[config.mk]
export PLATFORM = sky130hd
export DESIGN_NAME = alarm_status_flags
export DESIGN_NICKNAME = d
export VERILOG_FILES = /design/src/inc/alarm_status_flags_pkg.sv /design/src/rtl/sticky_flag.sv /design/src/rtl/alarm_status_flags.sv
export VERILOG_INCLUDE_DIRS = /design/src /design/src/inc
export SDC_FILE = /design/constraint.sdc
export NUM_CORES = 1
export LEC_CHECK = 0
export BUFFER_PORTS_ARGS = -buffer_cell sky130_fd_sc_hd__buf_2
export CAP_MARGIN = 20
export CORE_UTILIZATION = 46
export CTS_BUF_LIST = sky130_fd_sc_hd__clkbuf_8
export DETAILED_ROUTE_END_ITERATION = 7
export PLACE_DENSITY = 0.82
export SYNTH_ARGS = -nofsm -noshare
export SYNTH_HDL_FRONTEND = slang
export SYNTH_SLANG_ARGS = --single-unit
[constraint.sdc]
create_clock -name ref_clk_i -period 1.6 [get_ports ref_clk_i]
set_clock_uncertainty 0.15 [all_clocks]
set_input_delay 0.08 -clock ref_clk_i [delete_from_list [all_inputs] [get_ports ref_clk_i]]
set_output_delay 0.08 -clock ref_clk_i [all_outputs]
set_load 0.1 [all_outputs]
[src/inc/alarm_status_flags_consts.svh]
/*
  Constants of the alarm status flag block: register indices, field positions and reset values.
  Assumes an Avalon-MM slave with 32-bit words, one register per aligned word.
*/
`ifndef ALARM_STATUS_FLAGS_CONSTS_SVH
`define ALARM_STATUS_FLAGS_CONSTS_SVH

// ==========================================================================
// Register indices; byte address is four times the index.
`define IDX_COMBINED_ALARM 10'h2C0
`define IDX_ALARM_STATUS 10'h2C1
`define IDX_ALARM_MASK 10'h2C2
`define IDX_LANE_RECORD 10'h2C4
`define IDX_LINK_CONTROL 10'h2C8

// ==========================================================================
// Field positions and reset values.
`define BIT_FIFO 5
`define BIT_PLL 4
`define BIT_LINK 3
`define BIT_REALIGN 2
`define BIT_DIVIDER 0
`define STATUS_RESET 8'h3F
`define MASK_RESET 8'h3F
`define RECORD_RESET 8'hFF
`define CONTROL_RESET 8'h00

`endif

[src/inc/alarm_status_flags_pkg.sv]
/*
  Types shared by the alarm status flag block.
  Assumes the constants header is included alongside.
*/
package alarm_status_flags_pkg;
  typedef enum logic [1:0] {bus_idle, bus_answer} bus_state_t;
endpackage

[src/rtl/sticky_flag.sv]
/*
  One sticky write-one-to-clear flag with a reset value.
  Assumes set and clear are synchronous to the clock.
*/
`timescale 1ns/100ps
module sticky_flag #(
  parameter logic RESET_VALUE = 1'b1
) (
  input wire logic ref_clk_i,
  input wire logic rst_n_i,
  input wire logic set_i,
  input wire logic clear_i,
  output logic flag_o
);
  // ==========================================================================
  // Flag storage.
  always_ff @(posedge ref_clk_i or negedge rst_n_i) begin
    if (!rst_n_i) begin
      flag_o <= RESET_VALUE;
    end else if (set_i) begin
      flag_o <= 1'b1;
    end else if (clear_i) begin
      flag_o <= 1'b0;
    end
  end
endmodule

[src/rtl/alarm_status_flags.sv]
/*
  Alarm status flags with mask, combined alarm and per-lane FIFO record, on Avalon-MM.
  Assumes hardware condition inputs are synchronous to ref_clk_i.
*/
// The Avalon-MM slave port was chosen for this implementation.
`timescale 1ns/100ps
`include "alarm_status_flags_consts.svh"
module alarm_status_flags #(
  parameter int LANES = 8
) (
  input wire logic ref_clk_i,
  input wire logic reset_n_i,
  input wire logic soft_reset_i,
  input wire logic [11:0] avs_address_i,
  input wire logic avs_read_i,
  input wire logic avs_write_i,
  input wire logic [31:0] avs_writedata_i,
  input wire logic [3:0] avs_byteenable_i,
  output logic [31:0] avs_readdata_o,
  output logic avs_waitrequest_o,
  output logic [1:0] avs_response_o,
  input wire logic [LANES-1:0] lane_active_i,
  input wire logic [LANES-1:0] lane_fifo_error_i,
  input wire logic serdes_pll_locked_i,
  input wire logic link_mode_64b66b_i,
  input wire logic data_encode_state_i,
  input wire logic link_start_i,
  input wire logic serializer_realign_i,
  input wire logic sysref_realign_i,
  input wire logic [3:0] divider_ab_i,
  input wire logic [3:0] divider_cd_i,
  output logic link_enable_o,
  output logic combined_alarm_o
);
  // ==========================================================================
  // Reset release.
  logic [1:0] rst_sync;
  logic rst_n;
  always_ff @(posedge ref_clk_i or negedge reset_n_i) begin
    if (!reset_n_i) begin
      rst_sync <= 2'b00;
    end else begin
      rst_sync <= {rst_sync[0], 1'b1};
    end
  end
  assign rst_n = rst_sync[1];

  // ==========================================================================
  // Bus access. Every request answers one cycle after it is seen.
  alarm_status_flags_pkg::bus_state_t bus_state;
  logic [9:0] index;
  logic wr_take;
  logic rd_take;
  logic lane0_wr;
  logic [7:0] wdata;
  assign index = avs_address_i[11:2];
  assign wdata = avs_byteenable_i[0] ? avs_writedata_i[7:0] : 8'h00;
  assign lane0_wr = avs_byteenable_i[0];
  assign avs_waitrequest_o = (avs_read_i | avs_write_i) &&
                             (bus_state == alarm_status_flags_pkg::bus_idle);
  assign wr_take = avs_write_i && (bus_state == alarm_status_flags_pkg::bus_answer);
  assign rd_take = avs_read_i && (bus_state == alarm_status_flags_pkg::bus_answer);

  always_ff @(posedge ref_clk_i or negedge rst_n) begin
    if (!rst_n) begin
      bus_state <= alarm_status_flags_pkg::bus_idle;
    end else begin
      unique case (bus_state)
        alarm_status_flags_pkg::bus_idle: begin
          if (avs_read_i | avs_write_i) begin
            bus_state <= alarm_status_flags_pkg::bus_answer;
          end
        end
        alarm_status_flags_pkg::bus_answer: begin
          bus_state <= alarm_status_flags_pkg::bus_idle;
        end
      endcase
    end
  end

  // ==========================================================================
  // Mask and link control registers.
  logic [7:0] alarm_mask_bits;
  logic link_enable;
  always_ff @(posedge ref_clk_i or negedge rst_n) begin
    if (!rst_n) begin
      alarm_mask_bits <= `MASK_RESET;
    end else if (soft_reset_i) begin
      alarm_mask_bits <= `MASK_RESET;
    end else if (wr_take && lane0_wr && index == `IDX_ALARM_MASK) begin
      alarm_mask_bits <= wdata;
    end
  end

  always_ff @(posedge ref_clk_i or negedge rst_n) begin
    if (!rst_n) begin
      link_enable <= 1'b0;
    end else if (soft_reset_i) begin
      link_enable <= 1'b0;
    end else if (wr_take && lane0_wr && index == `IDX_LINK_CONTROL) begin
      link_enable <= wdata[0];
    end
  end
  assign link_enable_o = link_enable;

  // ==========================================================================
  // Set conditions. While the link is off these flags carry no meaning, so
  // their sources are not qualified further than the rules ask.
  logic status_wr;
  logic [7:0] set_cond;
  logic [7:0] clr_cond;
  logic [LANES-1:0] lane_hit;
  logic link_was_enabled;
  logic link_rise;
  always_ff @(posedge ref_clk_i or negedge rst_n) begin
    if (!rst_n) begin
      link_was_enabled <= 1'b0;
    end else begin
      link_was_enabled <= link_enable;
    end
  end
  assign link_rise = link_enable & ~link_was_enabled;
  assign lane_hit = lane_active_i & lane_fifo_error_i;
  assign status_wr = wr_take && lane0_wr && (index == `IDX_ALARM_STATUS);

  always_comb begin
    set_cond = 8'h00;
    set_cond[`BIT_FIFO] = |lane_hit;
    set_cond[`BIT_PLL] = ~serdes_pll_locked_i;
    if (link_mode_64b66b_i) begin
      set_cond[`BIT_LINK] = link_rise | link_start_i | serializer_realign_i;
    end else begin
      set_cond[`BIT_LINK] = link_enable & ~data_encode_state_i;
    end
    set_cond[`BIT_REALIGN] = sysref_realign_i;
    set_cond[`BIT_DIVIDER] = divider_ab_i != divider_cd_i;
    // Soft reset forces every flag back to one.
    if (soft_reset_i) begin
      set_cond[5:0] = 6'h3F;
    end
    clr_cond = status_wr ? wdata : 8'h00;
  end

  // ==========================================================================
  // Status flags: bits 5..0 are sticky, bits 7:6 read zero.
  localparam logic [7:0] status_reset = `STATUS_RESET;
  logic [7:0] alarm_status_flags;
  assign alarm_status_flags[7:6] = 2'b00;
  genvar g;
  generate
    for (g = 0; g < 6; g++) begin : gen_flag
      sticky_flag #(
        .RESET_VALUE(status_reset[g])
      ) u_flag (
        .ref_clk_i(ref_clk_i),
        .rst_n_i(rst_n),
        .set_i(set_cond[g]),
        .clear_i(clr_cond[g]),
        .flag_o(alarm_status_flags[g])
      );
    end
  endgenerate

  // ==========================================================================
  // Per-lane FIFO fault record.
  logic [LANES-1:0] per_lane_fifo_fault_record;
  logic rec_wr;
  assign rec_wr = wr_take && lane0_wr && (index == `IDX_LANE_RECORD);
  always_ff @(posedge ref_clk_i or negedge rst_n) begin
    if (!rst_n) begin
      per_lane_fifo_fault_record <= {LANES{1'b1}};
    end else if (soft_reset_i) begin
      per_lane_fifo_fault_record <= {LANES{1'b1}};
    end else begin
      for (int i = 0; i < LANES; i++) begin
        if (lane_hit[i]) begin
          per_lane_fifo_fault_record[i] <= 1'b1;
        end else if (clr_cond[`BIT_FIFO]) begin
          per_lane_fifo_fault_record[i] <= 1'b0;
        end else if (rec_wr && i < 8 && wdata[i % 8]) begin
          per_lane_fifo_fault_record[i] <= 1'b0;
        end
      end
    end
  end

  // ==========================================================================
  // Combined alarm.
  assign combined_alarm_o = |(alarm_status_flags & ~alarm_mask_bits);

  // ==========================================================================
  // Read data register and response.
  logic [7:0] rd_mux;
  logic rd_ok;
  always_comb begin
    rd_mux = 8'h00;
    rd_ok = 1'b1;
    unique case (index)
      `IDX_COMBINED_ALARM: rd_mux = {7'h00, combined_alarm_o};
      `IDX_ALARM_STATUS: rd_mux = alarm_status_flags;
      `IDX_ALARM_MASK: rd_mux = alarm_mask_bits;
      `IDX_LANE_RECORD: rd_mux = 8'(per_lane_fifo_fault_record);
      `IDX_LINK_CONTROL: rd_mux = {7'h00, link_enable};
      default: rd_ok = 1'b0;
    endcase
  end

  always_ff @(posedge ref_clk_i or negedge rst_n) begin
    if (!rst_n) begin
      avs_readdata_o <= 32'h0000_0000;
      avs_response_o <= 2'b00;
    end else if ((bus_state == alarm_status_flags_pkg::bus_idle) &&
                 (avs_read_i || avs_write_i)) begin
      // Loading only on a new request keeps the last answer standing between accesses.
      avs_readdata_o <= {24'h00_0000, avs_read_i ? rd_mux : 8'h00};
      avs_response_o <= rd_ok ? 2'b00 : 2'b11;
    end
  end
endmodule

==> results.sh, run 1 <==
export IMPL_outcome="finished, violations left"
export IMPL_violations="design-rule violations, negative hold slack, negative setup slack"
export IMPL_critPathLaunchType="register"
export IMPL_setup_ws_ns=-0.118
export IMPL_drv_cap=0
export IMPL_whs_ns=-0.00121
export IMPL_nNetsFinal=421
export IMPL_grt_util_all_layers_pct=24.3
export IMPL_cts_htree_levels=2
export IMPL_ys_top_cells_by_area="dfstp_2 24%, dfrtp_1 18%, buf_4 8.6%, nand2_1 3.9%, a22o_1 2.8%"
export IMPL_drive_gt1_share_pct=38.1
export IMPL_end_kind="output pin"
export IMPL_crit_buf_inv=1
export IMPL_crit_required_ns=1.37
export IMPL_path_max_fanout=2
export IMPL_dp_cells=345
export IMPL_async_reset_ff_share_pct=100
export IMPL_synth_cells=224
export IMPL_grt_pass1_wl_um=9320
export IMPL_placementRows=24
export IMPL_drc_errors=12
export IMPL_yosys_cell_types_count=50
export IMPL_r2r_cells=4
export IMPL_seq_area_frac_synth_pct=42.4
export IMPL_p_leak_nw=1.45
export IMPL_fmax_ghz=0.582
export IMPL_dp_hpwl_um=3910
export IMPL_yosysWarnings=0
export IMPL_synth_top_family_by_area="simple AND/OR/NAND/NOR gates"
export IMPL_start_util_pct=48.9
export IMPL_synthMuxAreaShare_pct=0.916
export IMPL_cts_tree="built"
export IMPL_hold_violations=1
export IMPL_rsz0062_at_grt="yes"
export IMPL_core_area_sq_mm=0.00447
export IMPL_synth_seq_cells=36
export IMPL_synth_simple_area_share_pct=20.6
export IMPL_p_per_area_mw_per_mm2=727
export IMPL_drtIter0Drc=217
export IMPL_ys_flop_type="dfstp_2"
export IMPL_path_cells="o22ai_2 > or3_4 > buf_12"
export IMPL_slowest_delay_ns=0.54
export IMPL_synth_top_cell_by_area="dfstp_2"
export IMPL_worst_slew_pin_slew_ns=0.492
export IMPL_post_route_min_period_ns=1.72
export IMPL_relSlewSlack_pct=66.8
export IMPL_dp_slack_ns=-0.0274
export IMPL_syn_area_per_cell_sq_um=9.76
export IMPL_antenna_left=0
export IMPL_viasPerCell=5.50
export IMPL_path_clk_slew_ns=0.08
export IMPL_synth_fa_ha_area_share_pct=0.458
export IMPL_ios=120
export IMPL_tns_ns=-0.118
export IMPL_cp_top_family="flip-flops"
export IMPL_dieArea_sq_mm=0.00503
export IMPL_area_growth_pct=40.0
export IMPL_routabilityCongestion=0.889
export IMPL_detail_route_first_pass_iterations=7
export IMPL_grt_pass1_vias=1986
export IMPL_clk_latency_ns=0.29
export IMPL_hp_class="in -> reg"
export IMPL_synth_compound_area_share_pct=20.4
export IMPL_crit_type="reg -> out"
export IMPL_clock_root_buffer="clkbuf_8"
export IMPL_max_vdd_ir_drop_v=0.000487
export IMPL_synth_xor_area_share_pct=1.60
export IMPL_slew_viol_final=0
export IMPL_clock_sinks=36
export IMPL_dieWidth_um=70.9
export IMPL_post_drt_wl_per_cell_um=15.6
export IMPL_antenna_cells=0
export IMPL_via_count=2151
export IMPL_synth_top_cells_by_count="25 x buf_4, 23 x nand2_1, 20 x dfstp_2, 16 x dfrtp_1, 14 x nor2_1"
export IMPL_grt_max_degree=35
export IMPL_yosysTopAreaCellShare_pct=24.0
export IMPL_synth_edf_count=0
export IMPL_min_path_cells=4
export IMPL_grt_ovfl_total=0
export IMPL_crit_slowest_cell="dfstp_2"
export IMPL_cts_max_path_buffers=2
export IMPL_worstPathArrival_ns=1.49
export IMPL_power_mw=2.22
export IMPL_die_h_um=70.9
export IMPL_drt_total_wl_um=6100
export IMPL_synthesis_area_sq_mm=0.00219
export IMPL_setup_viol=1
export IMPL_antenna_found_initial=0
export IMPL_io_buffers=66
export IMPL_synth_most_common_cell="buf_4"
export IMPL_cts_buffers=5
export IMPL_path_depth=3
export IMPL_fin_crit_sh_pct=107
export IMPL_instances_no_fill=391
## tightest hold or removal path: stages
cell and delay, ns:
buf_2 0.11, nand2_1 0.08, o211ai_1 0.09, nand2_1 0.06
## cells in the final DEF (no fill, tap or decap), types with 4 or more instances in the layout
cell           synthesis  routed
buf_2                  1      64
dlygate4sd3_1          0      32
conb_1                 2      25
nand2_1               23      23
dfstp_2               20      20
buf_4                 25      19
dfrtp_1               16      15
nor2_1                14      13
a21oi_1               11      11
inv_1                  9      10
o211ai_1               8       8
a22o_1                 7       7
o21ai_0                8       7
a22oi_1                6       6
a211o_1                6       6
clkbuf_8               0       6
o2bb2ai_1              5       5
xor2_1                 4       4
## stage by stage
stage | hold slack [ns] | utilization, % | instance area [sq um]
after floorplan | -0.366 | - | 2280
after global placement | -0.284 | 56.9 | 2540
after detailed placement | -0.283 | 56.9 | 2540
after CTS | 0.00116 | 67.5 | 3020
after global routing | 0.0155 | 68.4 | 3060
final | -0.00121 | 68.4 | 3060
## kinds of logic (layout without fill, tap and decap cells)
group                      count (synthesis)  in the layout
other                                      2             25
buffers and inverters                     44            135
DFF                                       36             36
AOI/OAI and AO/OA                         62             62
xor gates and xnor gates                   4              4
adders and majority gates                  1              1
muxes                                      2              2
and+or+nand+nor                           73             74
## timing repair
action	CTS	global route
setup endpoints to repair	3	8
pin swaps	2	6
gates resized for setup	9	3
hold buffers	33	0
endpoints found under the hold margin	17	0
buffers inserted	1	4
cloned	1	0
## path summary, 6_finish.rpt
check | slack [ns] | startpoint | end
min | -0.001 | avs_writedata_i[5] | per_lane_fifo_fault_record[5]
max | -0.12 | alarm_mask_bits[1] | combined_alarm_o
min reg2reg | 0.12 | rst_sync[1] | avs_readdata_o[0]
max reg2reg | 0.02 | bus_state[0] | gen_flag[0].u_flag.flag_o
max in group asynchronous | 0.68 | reset_n_i | rst_sync[1]
min in group asynchronous | 0.12 | rst_sync[1] | avs_readdata_o[0]
## layout make-up
class	instances	area [sq um]
multi-input combinational	168	1100
timing repair buffer	118	843
tap	52	65.1
inverter	9	37.5
clock inverter	2	7.51
clock buffer	6	82.6
fill	341	1420
sequential	36	927
## power by group
part | internal (mW) | leakage [nW] | total (mW) | switching [mW]
Combinational | 0.186 | 0.973 | 0.641 | 0.455
Clock | 0.338 | 0.0538 | 0.655 | 0.316
Sequential | 0.922 | 0.420 | 0.927 | 0.00573
Total | 1.45 | 1.45 | 2.22 | 0.777
## registers in the layout (all words and copies together), names as in the netlist
name                        count
per_lane_fifo_fault_record      8
avs_response_o                  1
avs_readdata_o                  8
link_was_enabled                1
link_enable_o                   1
rst_sync                        2
gen_flag.u_flag.flag_o          6
bus_state                       1
alarm_mask_bits                 8
## per-layer routing
metal | vias up | GRT usage (%) | share of wire [%]
met5 | - | 0 | 0
met4 | 0 | 7.78 | 1.4
met3 | 10 | 4.84 | 7.8
met2 | 117 | 40.2 | 49
met1 | 1022 | 32.1 | 42
li1 | 1002 | - | -
(Power assumes the default switching activity.)
==> run 2, diff against run 1 <==
--- a/config.mk
+++ b/config.mk
@@ -6,7 +6,7 @@
 export SDC_FILE = /design/constraint.sdc
 export NUM_CORES = 1
 export LEC_CHECK = 0
-export BUFFER_PORTS_ARGS = -buffer_cell sky130_fd_sc_hd__buf_2
+export BUFFER_PORTS_ARGS = -buffer_cell sky130_fd_sc_hd__clkbuf_2
 export CAP_MARGIN = 20
 export CORE_UTILIZATION = 46
 export CTS_BUF_LIST = sky130_fd_sc_hd__clkbuf_8
==> run 2 against run 1 <==
- the flow finishes with violations (design-rule violations, negative setup slack)
- worst setup slack got worse by 0.029 ns
- register-to-register slack improved by 0.07 ns
- core utilization increased by 0.70 points
- critical endpoint unchanged
- largest cell class unchanged
==> results.sh, run 2 (synthesis results as in run 1) <==
export IMPL_reg2reg_to="avs_readdata_o[0]"
export IMPL_grt_max_degree=35
export IMPL_post_drt_wl_per_cell_um=15.9
export IMPL_crit_slowest_cell="dfstp_2"
export IMPL_via_count=2153
export IMPL_clock_sinks=36
export IMPL_min_to="per_lane_fifo_fault_record[2]"
export IMPL_antenna_cells=0
export IMPL_grt_pass1_wl_um=10000
export IMPL_relSlewSlack_pct=63.0
export IMPL_post_route_min_period_ns=1.75
export IMPL_antenna_left=0
export IMPL_end_kind="output pin"
export IMPL_dp_hpwl_um=4000
export IMPL_final_common_cell="clkbuf_2"
export IMPL_viasPerCell=5.46
export IMPL_cts_htree_levels=2
export IMPL_worst_slew_pin_slew_ns=0.553
export IMPL_detail_route_first_pass_iterations=8
export IMPL_r2r_slack_ns=0.09
export IMPL_hold_start="avs_writedata_i[2]"
export IMPL_r2r_cells=4
export IMPL_io_buffers=66
export IMPL_outcome="finished, violations left"
export IMPL_path_clk_slew_ns=0.07
export IMPL_dieArea_sq_mm=0.00503
export IMPL_drc_errors=12
export IMPL_max_vdd_ir_drop_v=0.000527
export IMPL_dieWidth_um=70.9
export IMPL_crit_type="reg -> out"
export IMPL_p_per_area_mw_per_mm2=736
export IMPL_cts_max_path_buffers=2
export IMPL_clk_latency_ns=0.29
export IMPL_reg2reg_from="gen_flag[1].u_flag.flag_o"
export IMPL_core_area_sq_mm=0.00447
export IMPL_drv_cap=0
export IMPL_path_max_fanout=2
export IMPL_area_growth_pct=41.4
export IMPL_slowest_delay_ns=0.56
export IMPL_min_path_cells=4
export IMPL_setup_ws_ns=-0.147
export IMPL_fin_crit_sh_pct=109
export IMPL_whs_ns=0.00540
export IMPL_violations="design-rule violations, negative setup slack"
export IMPL_slew_viol_final=0
export IMPL_rsz0062_at_grt="yes"
export IMPL_drt_total_wl_um=6280
export IMPL_dp_cells=342
export IMPL_antenna_found_initial=0
export IMPL_layout_common_cells="64 x clkbuf_2, 34 x dlygate4sd3_1, 25 x conb_1"
export IMPL_critPathLaunchType="register"
export IMPL_tns_ns=-0.147
export IMPL_setup_viol=1
export IMPL_path_cells="o22ai_2 > or3_4 > buf_12"
export IMPL_hp_class="in -> reg"
export IMPL_cts_tree="built"
export IMPL_start_util_pct=48.9
export IMPL_placementRows=24
export IMPL_crit_required_ns=1.37
export IMPL_p_leak_nw=1.46
export IMPL_fmax_ghz=0.572
export IMPL_drtIter0Drc=239
export IMPL_clock_root_buffer="clkbuf_8"
export IMPL_grt_util_all_layers_pct=25.9
export IMPL_dp_slack_ns=-0.00354
export IMPL_top_regs="alarm_mask_bits x8, avs_readdata_o x8, per_lane_fifo_fault_record x8"
export IMPL_routabilityCongestion=0.904
export IMPL_ios=120
export IMPL_drive_gt1_share_pct=38.3
export IMPL_grt_pass1_vias=2090
export IMPL_nNetsFinal=424
export IMPL_die_h_um=70.9
export IMPL_instances_no_fill=394
export IMPL_grt_ovfl_total=0
export IMPL_hold_violations=0
export IMPL_cts_buffers=5
export IMPL_worstPathArrival_ns=1.52
-- run 2: final cells by class --
class                   instances  area [sq um]
multi-input cells             168          1090
clock buffers                   6          82.6
clock inverters                 2          13.8
inverters                       9          37.5
flip-flops and latches         36           927
repair buffers                121           871
well taps                      52          65.1
fillers                       343          1380
-- run 2: per-stage QoR --
step	power (mW)	cell area (sq um)	util, %
floorplan	1.41	2280	-
global placement	1.48	2540	56.7
detailed placement	1.49	2540	56.7
CTS	2.26	3040	67.9
global route	2.36	3090	69.1
finish	2.28	3090	69.1
-- run 2: repair_timing --
| item | CTS | global route |
|---|---|---|
| pin swaps | 2 | 2 |
| setup buffers | 5 | 4 |
| hold endpoints to repair | 19 | 1 |
| setup endpoints to repair | 4 | 12 |
| gates cloned | 1 | 0 |
| resized for setup | 4 | 6 |
| hold buffers | 34 | 1 |
-- run 2: worst max-delay path by stage --
stage	startpoint	endpoint	cells after the start
after floorplan	bus_state[0]	avs_response_o[0]	5
after global placement	bus_state[0]	alarm_mask_bits[6]	4
final	alarm_mask_bits[0]	combined_alarm_o	3
after detailed placement	avs_address_i[2]	alarm_mask_bits[7]	5
after CTS	alarm_mask_bits[3]	combined_alarm_o	3
after global routing	alarm_mask_bits[0]	combined_alarm_o	3
-- run 2: worst max-delay path, delay by kind of cell (launching register included) --
family / cells / cell delay [ns]
compound gates: 1 / 0.09
buf+inv: 1 / 0.17
flops: 1 / 0.56
simple gates: 1 / 0.41
-- run 2: report_power, final --
group | total, mW | leakage [nW] | internal, mW | switching, mW
Combinational | 0.645 | 0.989 | 0.188 | 0.457
Clock | 0.702 | 0.0516 | 0.352 | 0.350
Sequential | 0.928 | 0.420 | 0.921 | 0.00665
Total | 2.28 | 1.46 | 1.46 | 0.814
-- run 2: layer usage --
metal	share of wire, %	up-vias	track usage, %
met5	0	-	0
li1	-	1006	-
met2	48	117	41.2
met4	2.0	0	11.3
met3	7.3	18	5.27
met1	42	1012	34.3
==> run 3, diff against run 2 <==
--- a/config.mk
+++ b/config.mk
@@ -8,6 +8,7 @@
 export LEC_CHECK = 0
 export BUFFER_PORTS_ARGS = -buffer_cell sky130_fd_sc_hd__clkbuf_2
 export CAP_MARGIN = 20
+export CORE_MARGIN = 5
 export CORE_UTILIZATION = 46
 export CTS_BUF_LIST = sky130_fd_sc_hd__clkbuf_8
 export DETAILED_ROUTE_END_ITERATION = 7
==> run 3 against run 2 <==
- the flow finishes with violations (negative setup slack)
- largest cell class unchanged
- first-iteration DRC count down 44%
- global-route usage is 5.7 points lower
- cell area decreased by 1.7%
- critical path type unchanged
- die area grew 24%
==> results.sh, run 3 (synthesis results as in run 1) <==
export IMPL_outcome="finished, violations left"
export IMPL_violations="negative setup slack"
export IMPL_p_per_area_mw_per_mm2=768
export IMPL_p_clk_share_pct=33.4
export IMPL_path_clk_slew_ns=0.07
export IMPL_setup_ws_ns=-0.139
export IMPL_grt_max_degree=35
export IMPL_max_vdd_ir_drop_v=0.000453
export IMPL_critPathLaunchType="register"
export IMPL_detail_route_first_pass_iterations=4
export IMPL_nNetsFinal=418
export IMPL_core_area_sq_mm=0.00466
export IMPL_end_kind="output pin"
export IMPL_crit_required_ns=1.37
export IMPL_routabilityCongestion=0.841
export IMPL_antenna_left=0
export IMPL_relSlewSlack_pct=63.7
export IMPL_power_mw=2.33
export IMPL_p_sw_share_pct=33.4
export IMPL_drive_gt1_share_pct=37.5
export IMPL_clock_sinks=36
export IMPL_grt_pass1_wl_um=9770
export IMPL_start_util_pct=46.9
export IMPL_final_common_cell="clkbuf_2"
export IMPL_fmax_ghz=0.575
export IMPL_top_regs="alarm_mask_bits x8, avs_readdata_o x8, per_lane_fifo_fault_record x8"
export IMPL_drc_errors=0
export IMPL_dieArea_sq_mm=0.00623
export IMPL_clk_latency_ns=0.29
export IMPL_grt_ovfl_total=0
export IMPL_via_count=2115
export IMPL_hp_class="in -> reg"
export IMPL_drtIter0Drc=133
export IMPL_grt_pass1_vias=2102
export IMPL_cts_max_path_buffers=2
export IMPL_post_route_min_period_ns=1.74
export IMPL_area_growth_pct=39.0
export IMPL_num_fill_cells=381
export IMPL_intPower_mw=1.55
export IMPL_fin_crit_sh_pct=109
export IMPL_cts_htree_levels=2
export IMPL_worstPathArrival_ns=1.51
export IMPL_io_buffers=66
export IMPL_clock_root_buffer="clkbuf_8"
export IMPL_viasPerCell=5.42
export IMPL_slew_viol_final=0
export IMPL_antenna_cells=0
export IMPL_p_leak_nw=1.43
export IMPL_combPwrFrac_pct=26.9
export IMPL_hold_violations=0
export IMPL_drt_total_wl_um=6260
export IMPL_path_max_fanout=2
export IMPL_setup_viol=1
export IMPL_drv_cap=0
export IMPL_grt_util_all_layers_pct=20.2
export IMPL_die_h_um=78.9
export IMPL_dieWidth_um=78.9
export IMPL_cts_buffers=5
export IMPL_layout_common_cells="64 x clkbuf_2, 32 x dlygate4sd3_1, 25 x conb_1"
export IMPL_tns_ns=-0.139
export IMPL_seqPwrFrac_pct=39.7
export IMPL_rsz0062_at_grt="yes"
export IMPL_p_switching_mw=0.780
export IMPL_ios=120
export IMPL_post_drt_wl_per_cell_um=16.0
export IMPL_dp_hpwl_um=4160
export IMPL_crit_type="reg -> out"
export IMPL_worst_slew_pin_slew_ns=0.547
export IMPL_cts_tree="built"
export IMPL_dp_slack_ns=-0.00116
export IMPL_antenna_found_initial=0
export IMPL_placementRows=25
run 3: path summary, 6_finish.rpt:
path	from	endpoint	slack (ns)	depth (start not counted)
max	alarm_mask_bits[3]	combined_alarm_o	-0.14	3
min	avs_writedata_i[1]	per_lane_fifo_fault_record[1]	0.01	4
max reg2reg	alarm_mask_bits[1]	avs_readdata_o[0]	0.02	3
min reg2reg	rst_sync[1]	avs_readdata_o[0]	0.13	1
max in group asynchronous	reset_n_i	rst_sync[0]	0.68	3
min in group asynchronous	rst_sync[1]	avs_readdata_o[0]	0.13	1
run 3: per-stage QoR:
stage	hold slack (ns)	util, %	instance area (sq um)	std cells
6_report	0.0136	65.2	3040	390
5_1_grt	0.0159	65.2	3040	390
4_1_cts	0.00104	64.1	2990	385
3_5_place_dp	-0.281	54.0	2520	341
3_3_place_gp	-0.284	54.0	2520	341
2_1_floorplan	-0.366	-	2280	247
run 3: power by group through the flow:
stage	combinational, mW	sequential (mW)	clock [mW]
2_1_floorplan	0.430	0.979	0
3_3_place_gp	0.535	0.942	0
3_5_place_dp	0.539	0.942	0
4_1_cts	0.606	0.927	0.800
5_1_grt	0.660	0.928	0.844
6_report	0.627	0.927	0.780
run 3: layout make-up:
| cell class | instances | area, sq um | share of cell area (%) |
|---|---|---|---|
| Clock buffer | 5 | 68.8 | 2.27 |
| Clock inverter | 3 | 38.8 | 1.28 |
| Inverter | 9 | 37.5 | 1.24 |
| Multi-Input combinational cell | 168 | 1090 | 35.7 |
| Sequential cell | 36 | 927 | 30.5 |
| Tap cell | 54 | 67.6 | 2.22 |
| Timing Repair Buffer | 115 | 812 | 26.7 |
run 3: layer usage:
| layer | vias to the layer above | GRT usage [%] | wire length [um] |
|---|---|---|---|
| li1 | 1003 | - | - |
| met1 | 989 | 25.2 | 2540 |
| met2 | 110 | 32.9 | 3000 |
| met3 | 13 | 5.78 | 600 |
| met4 | 0 | 8.25 | 123 |
| met5 | - | 0 | 0 |
run 3: repair_timing:
item	4_1_cts	5_1_grt
resized for setup	3	5
gates cloned	0	1
setup buffers	4	4
endpoints found under the setup margin	3	15
pin swaps	2	3
hold buffers	32	0
endpoints found under the hold margin	19	0
run 3: critical path: stages (launching register included):
cell	delay [ns]
dfstp_2	0.55
o22ai_2	0.08
or3_4	0.40
buf_12	0.17
